**config.mk**
```make
export PLATFORM = sky130hd
export DESIGN_NAME = mhp_top
export DESIGN_NICKNAME = d
export VERILOG_FILES = /design/src/design/mhp_pkg.sv /design/src/design/mhp_ram.sv /design/src/design/mhp_top.sv
export SDC_FILE = /design/constraint.sdc
export NUM_CORES = 2
export LEC_CHECK = 0
export ABC_AREA = 0
export BUFFER_PORTS_ARGS = -buffer_cell sky130_fd_sc_hd__clkbuf_2
export CAP_MARGIN = 5
export CORE_UTILIZATION = 40
export CTS_CLUSTER_DIAMETER = 50
export DETAILED_ROUTE_END_ITERATION = 6
export PLACE_DENSITY = 0.62
export SKIP_CTS_REPAIR_TIMING = 1
export SLEW_MARGIN = 15
export SYNTH_ARGS = -nofsm -noshare
export SYNTH_HDL_FRONTEND = slang
export SYNTH_SLANG_ARGS = --single-unit
```
**constraint.sdc**
```tcl
create_clock -name clk_i -period 6.2 [get_ports clk_i]
set_input_delay 1.24 -clock clk_i [delete_from_list [all_inputs] [get_ports clk_i]]
set_output_delay 1.24 -clock clk_i [all_outputs]
set_load 0.1 [all_outputs]
```
**src/design/mhp_pkg.sv**
```systemverilog
// Constants and types shared by the supply monitor host port
package mhp_pkg;
  // Clock and timing
  localparam int CLK_MHZ        = 250;
  localparam int FLASH_HALF_MS  = 250;
  localparam int FLASH_HALF_CYC = FLASH_HALF_MS * 1000 * CLK_MHZ;
  localparam int FLASH_CNT_W    = 26;

  // Sample record geometry
  localparam int BUF_NUM   = 4;
  localparam int SMP_W     = 10;
  localparam int PTR_W     = 6;
  localparam int RAM_AW    = 8;
  localparam int RAM_DEPTH = 256;
  localparam logic [5:0] BUF_LAST = 6'h31;
  localparam logic [5:0] POST_MAX = 6'h32;

  // Register indices, byte address is four times the index
  localparam logic [7:0] R_CH_CTRL  = 8'h00;
  localparam logic [7:0] R_STRAPS   = 8'h01;
  localparam logic [7:0] R_CH_STAT  = 8'h02;
  localparam logic [7:0] R_BUF_CTRL = 8'h03;
  localparam logic [7:0] R_POST_CNT = 8'h07;
  localparam logic [7:0] R_BUF_SEL  = 8'h08;
  localparam logic [7:0] R_BUF_IDX  = 8'h09;
  localparam logic [7:0] R_BUF_LO   = 8'h0a;
  localparam logic [7:0] R_BUF_HI   = 8'h0b;
  localparam logic [7:0] R_BUF_STAT = 8'h0c;
  localparam logic [7:0] R_BUF_WPTR = 8'h0d;
  localparam logic [7:0] R_LED_SET  = 8'h0e;
  localparam logic [7:0] R_LED_FLSH = 8'h0f;
  localparam logic [7:0] R_LED_PULL = 8'h10;
  localparam logic [7:0] R_LED_PHS  = 8'h11;
  localparam logic [7:0] R_LED_IN   = 8'h12;
  localparam logic [7:0] R_IRQ_STAT = 8'h13;
  localparam logic [7:0] R_IRQ_CLR  = 8'h14;
  localparam logic [7:0] R_IRQ_EN   = 8'h15;

  // Field positions
  localparam int CTRL_RUN_BIT   = 0;
  localparam int CTRL_RES10_BIT = 1;
  localparam int IRQ_FRZ_LSB    = 0;
  localparam int IRQ_CHON_LSB   = 4;
  localparam int IRQ_W          = 6;

  // Reset values
  localparam logic [1:0] BUF_CTRL_RST = 2'h1;
  localparam logic [5:0] POST_RST     = 6'h00;
  localparam logic [3:0] LED_RST      = 4'h0;
  localparam logic [5:0] IRQ_EN_RST   = 6'h00;
  localparam logic [6:0] ADDR_RST     = 7'h35;

  // Bus address per strap pair, index is high strap * 3 + low strap
  localparam logic [3:0] ADDR_IDX_MAX = 4'h8;
  localparam logic [3:0] ADDR_IDX_DEF = 4'h4;
  localparam logic [7:0] ADDR_TBL [9] = '{8'h60, 8'h62, 8'h64, 8'h68, 8'h6a,
                                          8'h6c, 8'h70, 8'h72, 8'h74};

  // Power-up sequence
  typedef enum logic [1:0] {
    ST_OFF  = 2'b00,
    ST_LOAD = 2'b01,
    ST_RUN  = 2'b10
  } mhp_pwr_t;

  // Two-wire target sequence
  typedef enum logic [3:0] {
    I_IDLE = 4'h0,
    I_ADDR = 4'h1,
    I_AACK = 4'h2,
    I_CMD  = 4'h3,
    I_CACK = 4'h4,
    I_WDAT = 4'h5,
    I_WACK = 4'h6,
    I_RDAT = 4'h7,
    I_RACK = 4'h8
  } mhp_i2c_t;
endpackage

```
**src/design/mhp_ram.sv**
```systemverilog
// Sample record memory with registered read data
`timescale 1ns/1ps
`default_nettype none
module mhp_ram (
  // Clock
  input  wire logic                         clk_i,
  // Write port
  input  wire logic                         we_i,
  input  wire logic [mhp_pkg::RAM_AW-1:0]   waddr_i,
  input  wire logic [mhp_pkg::SMP_W-1:0]    wdata_i,
  // Read port
  input  wire logic [mhp_pkg::RAM_AW-1:0]   raddr_i,
  output logic      [mhp_pkg::SMP_W-1:0]    rdata_o
);
  logic [mhp_pkg::SMP_W-1:0] mem_q [mhp_pkg::RAM_DEPTH];

  // No reset on the array, contents are only meaningful once written
  always_ff @(posedge clk_i) begin
    if (we_i) begin
      mem_q[waddr_i] <= wdata_i;
    end
    rdata_o <= mem_q[raddr_i];
  end
endmodule
`default_nettype wire

```
**src/design/mhp_top.sv**
```systemverilog
// Supply monitor host port: two-wire target, registers, sample record
// Function
// - Each channel keeps voltage and current buffers of the 50 newest samples.
// - Each buffer stores samples at a selectable 8-bit or 10-bit width.
// - After a shutdown while running, record the post count, then freeze.
// - A stopped buffer takes no new samples and keeps its contents.
// - The post-shutdown sample count accepts values 0 through 50.
// - Converter results for current and voltage feed the buffer logic.
// - Only single-byte register writes and single-byte register reads exist.
// - Two address straps select the bus address, default 0110101.
// - Strap pairs map to write addresses 0x60 through 0x74, reads one higher.
// - Both channels stay off until supply-good is seen after reset.
// - Initial settings load into registers before any channel may turn on.
// - Startup straps set range, protection, polarity, enable, fault mode, address.
// - A channel turns on and is monitored only while its input qualifies.
// - Four open-drain indicator pins with set, flash, pull-up and phase.
//
// Implementation choices: the register addresses and the Wishbone slave port.
`timescale 1ns/1ps
`default_nettype none
module mhp_top #(
  parameter int FLASH_HALF_CYC = mhp_pkg::FLASH_HALF_CYC
) (
  // Clock and reset
  input  wire logic        clk_i,
  input  wire logic        rst_i,
  // Wishbone slave
  input  wire logic        wb_cyc_i,
  input  wire logic        wb_stb_i,
  input  wire logic        wb_we_i,
  input  wire logic [11:0] wb_adr_i,
  input  wire logic [3:0]  wb_sel_i,
  input  wire logic [31:0] wb_dat_i,
  output logic      [31:0] wb_dat_o,
  output logic             wb_ack_o,
  // Two-wire target pins
  input  wire logic        scl_i,
  input  wire logic        sda_i,
  output logic             sda_o,
  output logic             sda_oe_o,
  // Supervision and strap pins
  input  wire logic        supply_good_i,
  input  wire logic [1:0]  on_qual_i,
  input  wire logic [1:0]  addr_strap_low_i,
  input  wire logic [1:0]  addr_strap_high_i,
  input  wire logic [1:0]  strap_range_i,
  input  wire logic        strap_prot_i,
  input  wire logic        strap_pol_i,
  input  wire logic        strap_hwen_i,
  input  wire logic        strap_retry_i,
  // Converter results and shutdown events
  input  wire logic        adc_valid_i,
  input  wire logic [1:0]  adc_sel_i,
  input  wire logic [9:0]  adc_data_i,
  input  wire logic [1:0]  shutdown_i,
  // Channel, indicator and interrupt outputs
  output logic      [1:0]  ch_on_o,
  output logic      [3:0]  led_o,
  output logic      [3:0]  led_oe_o,
  output logic      [3:0]  led_pu_o,
  input  wire logic [3:0]  led_in_i,
  output logic             irq_o
);
  localparam int PIN_W = 19;

  logic [PIN_W-1:0] meta_q, sync_q;
  logic             sup_s, scl_s, sda_s, scl_d1_q, sda_d1_q;
  logic [1:0]       onq_s, alo_s, ahi_s, rng_s;
  logic [3:0]       ledin_s;
  logic [3:0]       sprt_s;
  mhp_pkg::mhp_pwr_t pwr_q;
  mhp_pkg::mhp_i2c_t ist_q;
  logic [7:0]       ish_q, ptr_q, itx_q;
  logic [3:0]       icnt_q;
  logic             irw_q, sda_oe_q, i2c_wr_q, od_lo_q, ack_q, irq_q;
  logic [31:0]      dat_q;
  logic [6:0]       addr_q;
  logic [5:0]       strap_q;
  logic [1:0]       ch_en_q, ch_on_q, ch_on_d;
  logic [1:0]       bctl_q [mhp_pkg::BUF_NUM];
  logic [5:0]       wptr_q [mhp_pkg::BUF_NUM];
  logic [5:0]       post_q [mhp_pkg::BUF_NUM];
  logic [3:0]       trig_q, frz_q, frz_ev, wr_b, arm_b, shut_b, bctl_we;
  logic [5:0]       post_cnt_q;
  logic [1:0]       bsel_q;
  logic [5:0]       bidx_q;
  logic [3:0]       lset_q, lflsh_q, lpull_q, lphs_q, led_oe_q, led_on;
  logic [mhp_pkg::FLASH_CNT_W-1:0] fcnt_q;
  logic             blink_q;
  logic [5:0]       ist_stat_q, irq_en_q, irq_set, irq_clr;
  logic [9:0]       rdata, wdata;

  // Every supervision, two-wire, strap and indicator pin passes two flops before any logic looks at it
  always_ff @(posedge clk_i) begin
    meta_q <= {supply_good_i, on_qual_i, scl_i, sda_i, led_in_i, addr_strap_high_i,
               addr_strap_low_i, strap_range_i, strap_retry_i, strap_hwen_i,
               strap_pol_i, strap_prot_i};
    sync_q <= meta_q;
  end
  assign {sup_s, onq_s, scl_s, sda_s, ledin_s, ahi_s, alo_s, rng_s, sprt_s} = sync_q;

  // Bus edge detection on the synchronised pins
  always_ff @(posedge clk_i) begin
    scl_d1_q <= rst_i ? 1'b1 : scl_s;
    sda_d1_q <= rst_i ? 1'b1 : sda_s;
  end
  wire scl_rise = scl_s & ~scl_d1_q;
  wire scl_fall = ~scl_s & scl_d1_q;
  wire i_start  = scl_s & scl_d1_q & sda_d1_q & ~sda_s;
  wire i_stop   = scl_s & scl_d1_q & ~sda_d1_q & sda_s;
  wire rx_st    = (ist_q == mhp_pkg::I_ADDR) | (ist_q == mhp_pkg::I_CMD) |
                  (ist_q == mhp_pkg::I_WDAT);

  wire [3:0] aidx_raw = {2'b00, ahi_s} * 4'h3 + {2'b00, alo_s};
  wire [3:0] aidx     = (aidx_raw > mhp_pkg::ADDR_IDX_MAX) ? mhp_pkg::ADDR_IDX_DEF : aidx_raw;
  wire [7:0] addr_wr  = mhp_pkg::ADDR_TBL[aidx];

  // Shared register write port, the two-wire side wins a collision
  wire       wb_req = wb_cyc_i & wb_stb_i & ~ack_q;
  wire       wb_go  = wb_req & ~(wb_we_i & i2c_wr_q);
  wire       wb_wr  = wb_go & wb_we_i & wb_sel_i[0];
  wire       wr_en  = i2c_wr_q | wb_wr;
  wire [7:0] wr_idx = i2c_wr_q ? ptr_q : wb_adr_i[9:2];
  wire [7:0] wr_dat = i2c_wr_q ? ish_q : wb_dat_i[7:0];
  wire       we_post = wr_en & (wr_idx == mhp_pkg::R_POST_CNT);

  // Register read selection, unmapped indices read as zero
  function automatic logic [7:0] rd_fn(input logic [7:0] i);
    unique case (i)
      mhp_pkg::R_CH_CTRL:  rd_fn = {6'h00, ch_en_q};
      mhp_pkg::R_STRAPS:   rd_fn = {2'h0, strap_q};
      mhp_pkg::R_CH_STAT:  rd_fn = {3'h0, pwr_q == mhp_pkg::ST_RUN, onq_s, ch_on_q};
      mhp_pkg::R_BUF_CTRL: rd_fn = {6'h00, bctl_q[0]};
      mhp_pkg::R_BUF_CTRL + 8'h01: rd_fn = {6'h00, bctl_q[1]};
      mhp_pkg::R_BUF_CTRL + 8'h02: rd_fn = {6'h00, bctl_q[2]};
      mhp_pkg::R_BUF_CTRL + 8'h03: rd_fn = {6'h00, bctl_q[3]};
      mhp_pkg::R_POST_CNT: rd_fn = {2'h0, post_cnt_q};
      mhp_pkg::R_BUF_SEL:  rd_fn = {6'h00, bsel_q};
      mhp_pkg::R_BUF_IDX:  rd_fn = {2'h0, bidx_q};
      mhp_pkg::R_BUF_LO:   rd_fn = rdata[7:0];
      mhp_pkg::R_BUF_HI:   rd_fn = {6'h00, rdata[9:8]};
      mhp_pkg::R_BUF_STAT: rd_fn = {trig_q, frz_q};
      mhp_pkg::R_BUF_WPTR: rd_fn = {2'h0, wptr_q[bsel_q]};
      mhp_pkg::R_LED_SET:  rd_fn = {4'h0, lset_q};
      mhp_pkg::R_LED_FLSH: rd_fn = {4'h0, lflsh_q};
      mhp_pkg::R_LED_PULL: rd_fn = {4'h0, lpull_q};
      mhp_pkg::R_LED_PHS:  rd_fn = {4'h0, lphs_q};
      mhp_pkg::R_LED_IN:   rd_fn = {4'h0, ledin_s};
      mhp_pkg::R_IRQ_STAT: rd_fn = {2'h0, ist_stat_q};
      mhp_pkg::R_IRQ_EN:   rd_fn = {2'h0, irq_en_q};
      default:             rd_fn = 8'h00;
    endcase
  endfunction
  wire [7:0] i2c_rd = rd_fn(ptr_q);

  // Wishbone answer one edge after the request is seen
  always_ff @(posedge clk_i) begin
    ack_q <= ~rst_i & wb_go;
    dat_q <= rst_i ? 32'h0 : (wb_go ? {24'h0, rd_fn(wb_adr_i[9:2])} : dat_q);
  end

  // Two-wire target, bits follow SCL edges, start and stop follow SDA edges while SCL is high
  always_ff @(posedge clk_i) begin
    if (rst_i) begin
      ist_q    <= mhp_pkg::I_IDLE;
      ish_q    <= 8'h00;
      icnt_q   <= 4'h0;
      irw_q    <= 1'b0;
      ptr_q    <= 8'h00;
      itx_q    <= 8'h00;
      sda_oe_q <= 1'b0;
      i2c_wr_q <= 1'b0;
    end else begin
      i2c_wr_q <= 1'b0;
      if (i_stop) begin
        ist_q    <= mhp_pkg::I_IDLE;
        sda_oe_q <= 1'b0;
      end else if (i_start) begin
        ist_q    <= mhp_pkg::I_ADDR;
        icnt_q   <= 4'h0;
        sda_oe_q <= 1'b0;
      end else if (scl_rise) begin
        if (rx_st) begin
          ish_q <= {ish_q[6:0], sda_s};
        end
        icnt_q <= icnt_q + 4'h1;
      end else if (scl_fall) begin
        unique case (ist_q)
          mhp_pkg::I_IDLE: ;
          mhp_pkg::I_ADDR: if (icnt_q == 4'h8) begin
            if (ish_q[7:1] == addr_q && pwr_q == mhp_pkg::ST_RUN) begin
              ist_q    <= mhp_pkg::I_AACK;
              irw_q    <= ish_q[0];
              sda_oe_q <= 1'b1;
            end else begin
              ist_q <= mhp_pkg::I_IDLE;
            end
          end
          mhp_pkg::I_AACK: begin
            icnt_q <= 4'h0;
            if (irw_q) begin
              ist_q    <= mhp_pkg::I_RDAT;
              itx_q    <= {i2c_rd[6:0], 1'b0};
              sda_oe_q <= ~i2c_rd[7];
            end else begin
              ist_q    <= mhp_pkg::I_CMD;
              sda_oe_q <= 1'b0;
            end
          end
          mhp_pkg::I_CMD: if (icnt_q == 4'h8) begin
            ptr_q    <= ish_q;
            ist_q    <= mhp_pkg::I_CACK;
            sda_oe_q <= 1'b1;
          end
          mhp_pkg::I_CACK: begin
            ist_q    <= mhp_pkg::I_WDAT;
            icnt_q   <= 4'h0;
            sda_oe_q <= 1'b0;
          end
          mhp_pkg::I_WDAT: if (icnt_q == 4'h8) begin
            i2c_wr_q <= 1'b1;
            ist_q    <= mhp_pkg::I_WACK;
            sda_oe_q <= 1'b1;
          end
          // single byte only, a second data byte is not acknowledged
          mhp_pkg::I_WACK: begin
            ist_q    <= mhp_pkg::I_IDLE;
            sda_oe_q <= 1'b0;
          end
          mhp_pkg::I_RDAT: if (icnt_q == 4'h8) begin
            ist_q    <= mhp_pkg::I_RACK;
            sda_oe_q <= 1'b0;
          end else begin
            itx_q    <= {itx_q[6:0], 1'b0};
            sda_oe_q <= ~itx_q[7];
          end
          mhp_pkg::I_RACK: ist_q <= mhp_pkg::I_IDLE;
          default:         ist_q <= mhp_pkg::I_IDLE;
        endcase
      end
    end
  end

  // power-up sequence holds channels off until supply good
  always_ff @(posedge clk_i) begin
    if (rst_i) begin
      pwr_q <= mhp_pkg::ST_OFF;
    end else begin
      unique case (pwr_q)
        mhp_pkg::ST_OFF:  pwr_q <= sup_s ? mhp_pkg::ST_LOAD : mhp_pkg::ST_OFF;
        mhp_pkg::ST_LOAD: pwr_q <= mhp_pkg::ST_RUN;
        mhp_pkg::ST_RUN:  pwr_q <= sup_s ? mhp_pkg::ST_RUN : mhp_pkg::ST_OFF;
        default:          pwr_q <= mhp_pkg::ST_OFF;
      endcase
    end
  end

  // settings load in the state before channels may run
  // straps latched in each load step; later pin changes wait for the next load step
  always_ff @(posedge clk_i) begin
    if (rst_i) begin
      strap_q <= 6'h00;
      addr_q  <= mhp_pkg::ADDR_RST;
      ch_en_q <= 2'b00;
    end else if (pwr_q == mhp_pkg::ST_LOAD) begin
      strap_q <= {sprt_s, rng_s};
      addr_q  <= addr_wr[7:1];
      ch_en_q <= {2{sprt_s[2]}};
    end else if (wr_en && wr_idx == mhp_pkg::R_CH_CTRL) begin
      ch_en_q <= wr_dat[1:0];
    end
  end

  // channel on only while its input qualifies
  assign ch_on_d = (pwr_q == mhp_pkg::ST_RUN) ? (onq_s & ch_en_q) : 2'b00;
  always_ff @(posedge clk_i) begin
    ch_on_q <= rst_i ? 2'b00 : ch_on_d;
  end

  // post count clamped to the record length
  always_ff @(posedge clk_i) begin
    if (rst_i) begin
      post_cnt_q <= mhp_pkg::POST_RST;
      bsel_q     <= 2'b00;
      bidx_q     <= 6'h00;
    end else if (wr_en) begin
      if (we_post) begin
        post_cnt_q <= (wr_dat > {2'h0, mhp_pkg::POST_MAX}) ? mhp_pkg::POST_MAX : wr_dat[5:0];
      end
      if (wr_idx == mhp_pkg::R_BUF_SEL) bsel_q <= wr_dat[1:0];
      if (wr_idx == mhp_pkg::R_BUF_IDX) bidx_q <= wr_dat[5:0];
    end
  end

  // Per-buffer record control; buffer bit 1 is the channel, bit 0 picks current
  for (genvar b = 0; b < mhp_pkg::BUF_NUM; b++) begin : g_buf
    assign bctl_we[b] = wr_en & (wr_idx == mhp_pkg::R_BUF_CTRL + 8'(b));
    assign arm_b[b]   = bctl_q[b][mhp_pkg::CTRL_RUN_BIT] & ~frz_q[b] & ~trig_q[b];
    assign shut_b[b]  = shutdown_i[b/2] & arm_b[b];
    // stopped or frozen buffers take no samples
    assign wr_b[b]    = adc_valid_i & (adc_sel_i == 2'(b)) & ch_on_q[b/2] &
                        bctl_q[b][mhp_pkg::CTRL_RUN_BIT] & ~frz_q[b];
    // freeze after the programmed post-event samples
    assign frz_ev[b]  = (wr_b[b] & trig_q[b] & post_q[b] == 6'h01) |
                        (shut_b[b] & post_cnt_q == 6'h00);
    // Rewriting control re-arms a frozen record
    always_ff @(posedge clk_i) begin
      if (rst_i) begin
        bctl_q[b] <= mhp_pkg::BUF_CTRL_RST;
        wptr_q[b] <= 6'h00;
        post_q[b] <= 6'h00;
        trig_q[b] <= 1'b0;
        frz_q[b]  <= 1'b0;
      end else begin
        // Control write clears the flags; an event in that cycle still lands
        if (bctl_we[b]) begin
          bctl_q[b] <= wr_dat[1:0];
          trig_q[b] <= 1'b0;
          frz_q[b]  <= 1'b0;
        end
        // wrap after the fiftieth entry, oldest overwritten
        if (wr_b[b]) begin
          wptr_q[b] <= (wptr_q[b] == mhp_pkg::BUF_LAST) ? 6'h00 : wptr_q[b] + 6'h01;
          if (trig_q[b]) post_q[b] <= post_q[b] - 6'h01;
        end
        if (shut_b[b]) begin
          trig_q[b] <= 1'b1;
          post_q[b] <= post_cnt_q;
        end
        if (frz_ev[b]) frz_q[b] <= 1'b1;
      end
    end
  end

  // 8-bit mode keeps the top eight bits, zero extended
  assign wdata = bctl_q[adc_sel_i][mhp_pkg::CTRL_RES10_BIT] ? adc_data_i :
                 {2'b00, adc_data_i[9:2]};

  mhp_ram u_ram (
    .clk_i   (clk_i),
    .we_i    (|wr_b),
    .waddr_i ({adc_sel_i, wptr_q[adc_sel_i]}),
    .wdata_i (wdata),
    .raddr_i ({bsel_q, bidx_q}),
    .rdata_o (rdata)
  );

  // indicator controls; blink phase flips per pin on request
  assign led_on = lset_q & (~lflsh_q | ({4{blink_q}} ^ lphs_q));
  always_ff @(posedge clk_i) begin
    if (rst_i) begin
      lset_q   <= mhp_pkg::LED_RST;
      lflsh_q  <= mhp_pkg::LED_RST;
      lpull_q  <= mhp_pkg::LED_RST;
      lphs_q   <= mhp_pkg::LED_RST;
      led_oe_q <= 4'h0;
      od_lo_q  <= 1'b0;
    end else begin
      if (wr_en && wr_idx == mhp_pkg::R_LED_SET)  lset_q  <= wr_dat[3:0];
      if (wr_en && wr_idx == mhp_pkg::R_LED_FLSH) lflsh_q <= wr_dat[3:0];
      if (wr_en && wr_idx == mhp_pkg::R_LED_PULL) lpull_q <= wr_dat[3:0];
      if (wr_en && wr_idx == mhp_pkg::R_LED_PHS)  lphs_q  <= wr_dat[3:0];
      led_oe_q <= led_on;
    end
  end

  // Blink timebase; long period is a parameter so simulation can shorten it
  always_ff @(posedge clk_i) begin
    if (rst_i || fcnt_q == mhp_pkg::FLASH_CNT_W'(FLASH_HALF_CYC - 1)) begin
      fcnt_q <= '0;
    end else begin
      fcnt_q <= fcnt_q + 1'b1;
    end
    if (rst_i) blink_q <= 1'b0;
    else if (fcnt_q == mhp_pkg::FLASH_CNT_W'(FLASH_HALF_CYC - 1)) blink_q <= ~blink_q;
  end

  // Sticky interrupt flags; a set in the clear cycle wins
  assign irq_set = {ch_on_d & ~ch_on_q, frz_ev};
  assign irq_clr = (wr_en && wr_idx == mhp_pkg::R_IRQ_CLR) ? wr_dat[5:0] : 6'h00;
  always_ff @(posedge clk_i) begin
    if (rst_i) begin
      ist_stat_q <= 6'h00;
      irq_en_q   <= mhp_pkg::IRQ_EN_RST;
      irq_q      <= 1'b0;
    end else begin
      ist_stat_q <= (ist_stat_q & ~irq_clr) | irq_set;
      if (wr_en && wr_idx == mhp_pkg::R_IRQ_EN) irq_en_q <= wr_dat[5:0];
      irq_q <= |(ist_stat_q & irq_en_q);
    end
  end

  // Outputs straight from flops
  assign wb_ack_o = ack_q;
  assign wb_dat_o = dat_q;
  assign sda_oe_o = sda_oe_q;
  assign sda_o    = od_lo_q;
  assign led_o    = {4{od_lo_q}};
  assign led_oe_o = led_oe_q;
  assign led_pu_o = lpull_q;
  assign ch_on_o  = ch_on_q;
  assign irq_o    = irq_q;
endmodule
`default_nettype wire

```
==> summary.txt <==
Yosys
  • Fraction of registers with async set/reset: 0
  • Leading cell type by number of instances after synthesis: sky130_fd_sc_hd__edfxtp_1
  • Avg Synthesized Cell Area: between 15 and 20 µm²
  • Flops & latches, synth: 2809
  • Most used DFF post-synth: sky130_fd_sc_hd__edfxtp_1
  • Share of synthesized area occupied by flip-flops and latches: 0.741
  • Count of different cell masters after synthesis: 85
  • Post-synthesis instance area: roughly 110000 µm²
  • Cell types with the largest area share after synthesis: sky130_fd_sc_hd__edfxtp_1 (71%), sky130_fd_sc_hd__mux4_2 (11%), sky130_fd_sc_hd__dfxtp_1 (3.5%)
  • Yosys warnings: 0
  • Largest area contributor in the synthesized netlist: sky130_fd_sc_hd__edfxtp_1
  • Top cells by count, synth: sky130_fd_sc_hd__edfxtp_1 (2616), sky130_fd_sc_hd__mux4_2 (566), sky130_fd_sc_hd__nor2_1 (456), sky130_fd_sc_hd__mux2i_1 (258), sky130_fd_sc_hd__nand2_1 (213)
  • Mapped Cells: about 6000
  • Post-synth EDFFs: 2616
  • Fraction of synthesized cell area taken by the top area cell type: 0.706

Worst hold path
  • Type of the worst min-delay path: flip-flop to flip-flop

Global route
  • Congestion Overflow GR: 0
  • First-pass GRT wire length: 422 mm
  • Overall global routing resource usage: 0.206
  • Via count of the first global-routing pass: 59100
  • Antenna violations before repair: 8
  • Maximum number of pins on one net before global-route repair: ~140

Clock tree
  • Clock transition at the registers of the reported paths: 0.06 ns
  • Number of buffers inserted during clock tree synthesis: 304
  • Clock sink count: 2809
  • Worst skew pair latency: 0.86 ns
  • Depth of the CTS H-tree: 5
  • Clock Root Buffer: sky130_fd_sc_hd__clkbuf_16
  • Clock tree from TritonCTS: built
  • Clock Path Buffers: 4

Placement
  • Half-perimeter wire length after placement: 181 mm
  • Placed instance count: 9765
  • Worst-case setup slack after placement: 1.16 ns
  • Placed Instance Area: 118000 µm²
  • Placer Congestion: 0.907
  • Input/output buffers: 76

Timing
  • Period minus WS final: 4.55 ns
  • Worst Clk Skew: a little over 0.04 ns
  • Maximum achievable frequency: between 200 and 250 MHz
  • RSZ-0062 raised after global routing: false
  • Final WS setup: around 1.6 ns
  • Max Transition Viols Final: 0
  • Number of failing hold endpoints at the final stage: 0
  • Share of the cycle needed by the critical path after routing: 0.734
  • Worst-Margin Slew: approximately 1.3 ns
  • TNS Setup: 0 ns
  • Setup violations, final: 0
  • Max-slew headroom: 0.122
  • Worst hold slack: 0.327 ns

Power
  • Switching fraction of total power: 0.209
  • Clock network fraction of total power: 0.446
  • Share of total power in combinational logic: 0.024
  • Net switching power of the design: 0.00829 W
  • Internal portion of total power: 0.0314 W
  • Sequential power share: 0.529
  • Largest vdd supply drop: 180 µV
  • Power Density: 311 nW/µm²
  • Leak pwr: 39.2 nW

Layout
  • Number of nets in the layout: 6482
  • Share of layout cells above drive strength 1: 0.231
  • Final standard cell area without fillers: ~130000 µm²
  • Layout area overhead: 14.5%
  • Non-filler cells in the finished layout: 10300

Routing
  • Total number of vias: ~60000
  • Routed len/inst: 28.4 µm
  • Number of routed nets with antenna violations: 0
  • Number of vias per cell after detailed routing: 5.78
  • First-pass detailed-route iteration total: 5
  • Sum of routed wire length over all layers: 293 mm
  • # DRC: 0
  • Initial detailed-routing violation count: 6819

Die
  • Count of standard-cell rows: 193
  • Initial core utilization: 0.402
  • Placeable core area: around 280000 µm²
  • I/O pin count: 137
  • Die outline height: 529 µm
  • Total die area: between 200000 and 300000 µm²
  • Width of the die: 529 µm

Worst setup path
  • Startpoint-to-endpoint class of the critical path: flip-flop to flip-flop
  • Required arrival time at the worst endpoint: 6.83 ns
  • Highest net fanout along the worst path: 36
  • Crit path DAT: about 5.2 ns
  • Kind of start point of the critical path: flip-flop
  • Type of destination of the critical path: flip-flop

Job
  • Max-cap violation count: 0

Outcome
  • Result of the run: complete, no violations
[metrics by stage]
stage	power [W]	util
floorplan	0.0219	-
global placement	0.0223	0.426
detailed placement	0.0224	0.426
CTS	0.0399	0.461
global route	0.0407	0.461
finish	0.0397	0.461
[metal layers]
layer / up-vias / global-route usage / part of all wire
met3: 445 / 0.0345 / 0.082
li1: 25100 / - / -
met5: - / 0 / 0.000044
met4: 2 / 0.0652 / 0.031
met2: 2694 / 0.327 / 0.47
met1: 31300 / 0.290 / 0.41
[placed cells by master, fill, tap and decap left out, types with 16 or more instances in the layout]
master                         n
sky130_fd_sc_hd__clkinv_2     35
sky130_fd_sc_hd__conb_1       29
sky130_fd_sc_hd__and3_1       21
sky130_fd_sc_hd__xor2_1       36
sky130_fd_sc_hd__inv_1        45
sky130_fd_sc_hd__ha_1         27
sky130_fd_sc_hd__buf_4       341
sky130_fd_sc_hd__and2_1       16
sky130_fd_sc_hd__a22oi_1     200
sky130_fd_sc_hd__a21oi_1     132
sky130_fd_sc_hd__clkinv_1     48
sky130_fd_sc_hd__clkbuf_1     65
sky130_fd_sc_hd__clkbuf_2     76
sky130_fd_sc_hd__a22o_1       23
sky130_fd_sc_hd__nand4_1      21
sky130_fd_sc_hd__nor2b_1      28
sky130_fd_sc_hd__o32ai_1      16
sky130_fd_sc_hd__nand2_1     212
sky130_fd_sc_hd__nor4_1       30
sky130_fd_sc_hd__o21ai_0      83
sky130_fd_sc_hd__mux4_2      566
sky130_fd_sc_hd__o221ai_1     32
sky130_fd_sc_hd__a211oi_1     38
sky130_fd_sc_hd__dfxtp_1     188
sky130_fd_sc_hd__clkbuf_16   312
sky130_fd_sc_hd__nand3_1      58
sky130_fd_sc_hd__xnor2_1      29
sky130_fd_sc_hd__nor3_1       71
sky130_fd_sc_hd__a221oi_1     50
sky130_fd_sc_hd__mux2i_1     258
sky130_fd_sc_hd__a31oi_1      19
sky130_fd_sc_hd__edfxtp_1   2616
sky130_fd_sc_hd__nand2b_1     34
sky130_fd_sc_hd__buf_12       28
sky130_fd_sc_hd__mux2_2       27
sky130_fd_sc_hd__o22ai_1      39
sky130_fd_sc_hd__bufinv_16    23
sky130_fd_sc_hd__nor2_1      452
[final cells by class]
type / count / area [µm²]
fill: 23200 / 149000
sequential: 2809 / 82400
multi-input combinational: 2761 / 27000
clock buffer: 380 / 8080
tap: 3705 / 4640
timing repair buffer: 444 / 3500
clock inverter: 156 / 1570
inverter: 46 / 173
antenna: 2 / 5.00
[kinds of logic after synthesis]
group	after synthesis	synth area share
muxes	860	0.141
DFF	2809	0.741
and+or+nand+nor	1034	0.0428
AOI/OAI and AO/OA	744	0.0472
buffers and inverters	426	0.0192
adders and majority gates	29	0.00340
xor gates and xnor gates	65	0.00512
other	1	0.0000337
[critical path: stages (launching register included)]
cell and delay, ns:
sky130_fd_sc_hd__dfxtp_4 0.90, sky130_fd_sc_hd__buf_12 0.33, sky130_fd_sc_hd__buf_4 0.43, sky130_fd_sc_hd__buf_4 0.30, sky130_fd_sc_hd__mux4_2 0.53, sky130_fd_sc_hd__o22ai_1 0.19, sky130_fd_sc_hd__a211oi_1 0.08, sky130_fd_sc_hd__nor4_1 1.12
sky130_fd_sc_hd__nor4_1 0.33
[power groups by stage]
| stage | sequential [W] | clock, W | combinational, W |
|---|---|---|---|
| 2_1_floorplan | 0.0214 | 0 | 0.000518 |
| 3_3_place_gp | 0.0214 | 0 | 0.000920 |
| 3_5_place_dp | 0.0214 | 0 | 0.000966 |
| 4_1_cts | 0.0210 | 0.0180 | 0.000966 |
| 5_1_grt | 0.0210 | 0.0187 | 0.00102 |
| 6_report | 0.0210 | 0.0177 | 0.000965 |
[path summary, 6_finish.rpt]
kind,startpoint,to,slack (ns),cells past startpoint
setup reg to reg,bidx_q[0],u_ram.rdata_o[5],1.65,8
setup / recovery,bidx_q[0],u_ram.rdata_o[5],1.65,8
hold / removal,meta_q[8],sync_q[8],0.33,0
hold reg to reg,meta_q[8],sync_q[8],0.33,0
[flip-flops by register name (all words and copies together) (netlist names), 10 cells and up, named ones only]
signal,flops
u_ram.mem_q,2560
fcnt_q,26
post_q,24
wptr_q,24
meta_q,19
sync_q,19
u_ram.rdata_o,10
Note: power is estimated with default switching activity, not from simulation.
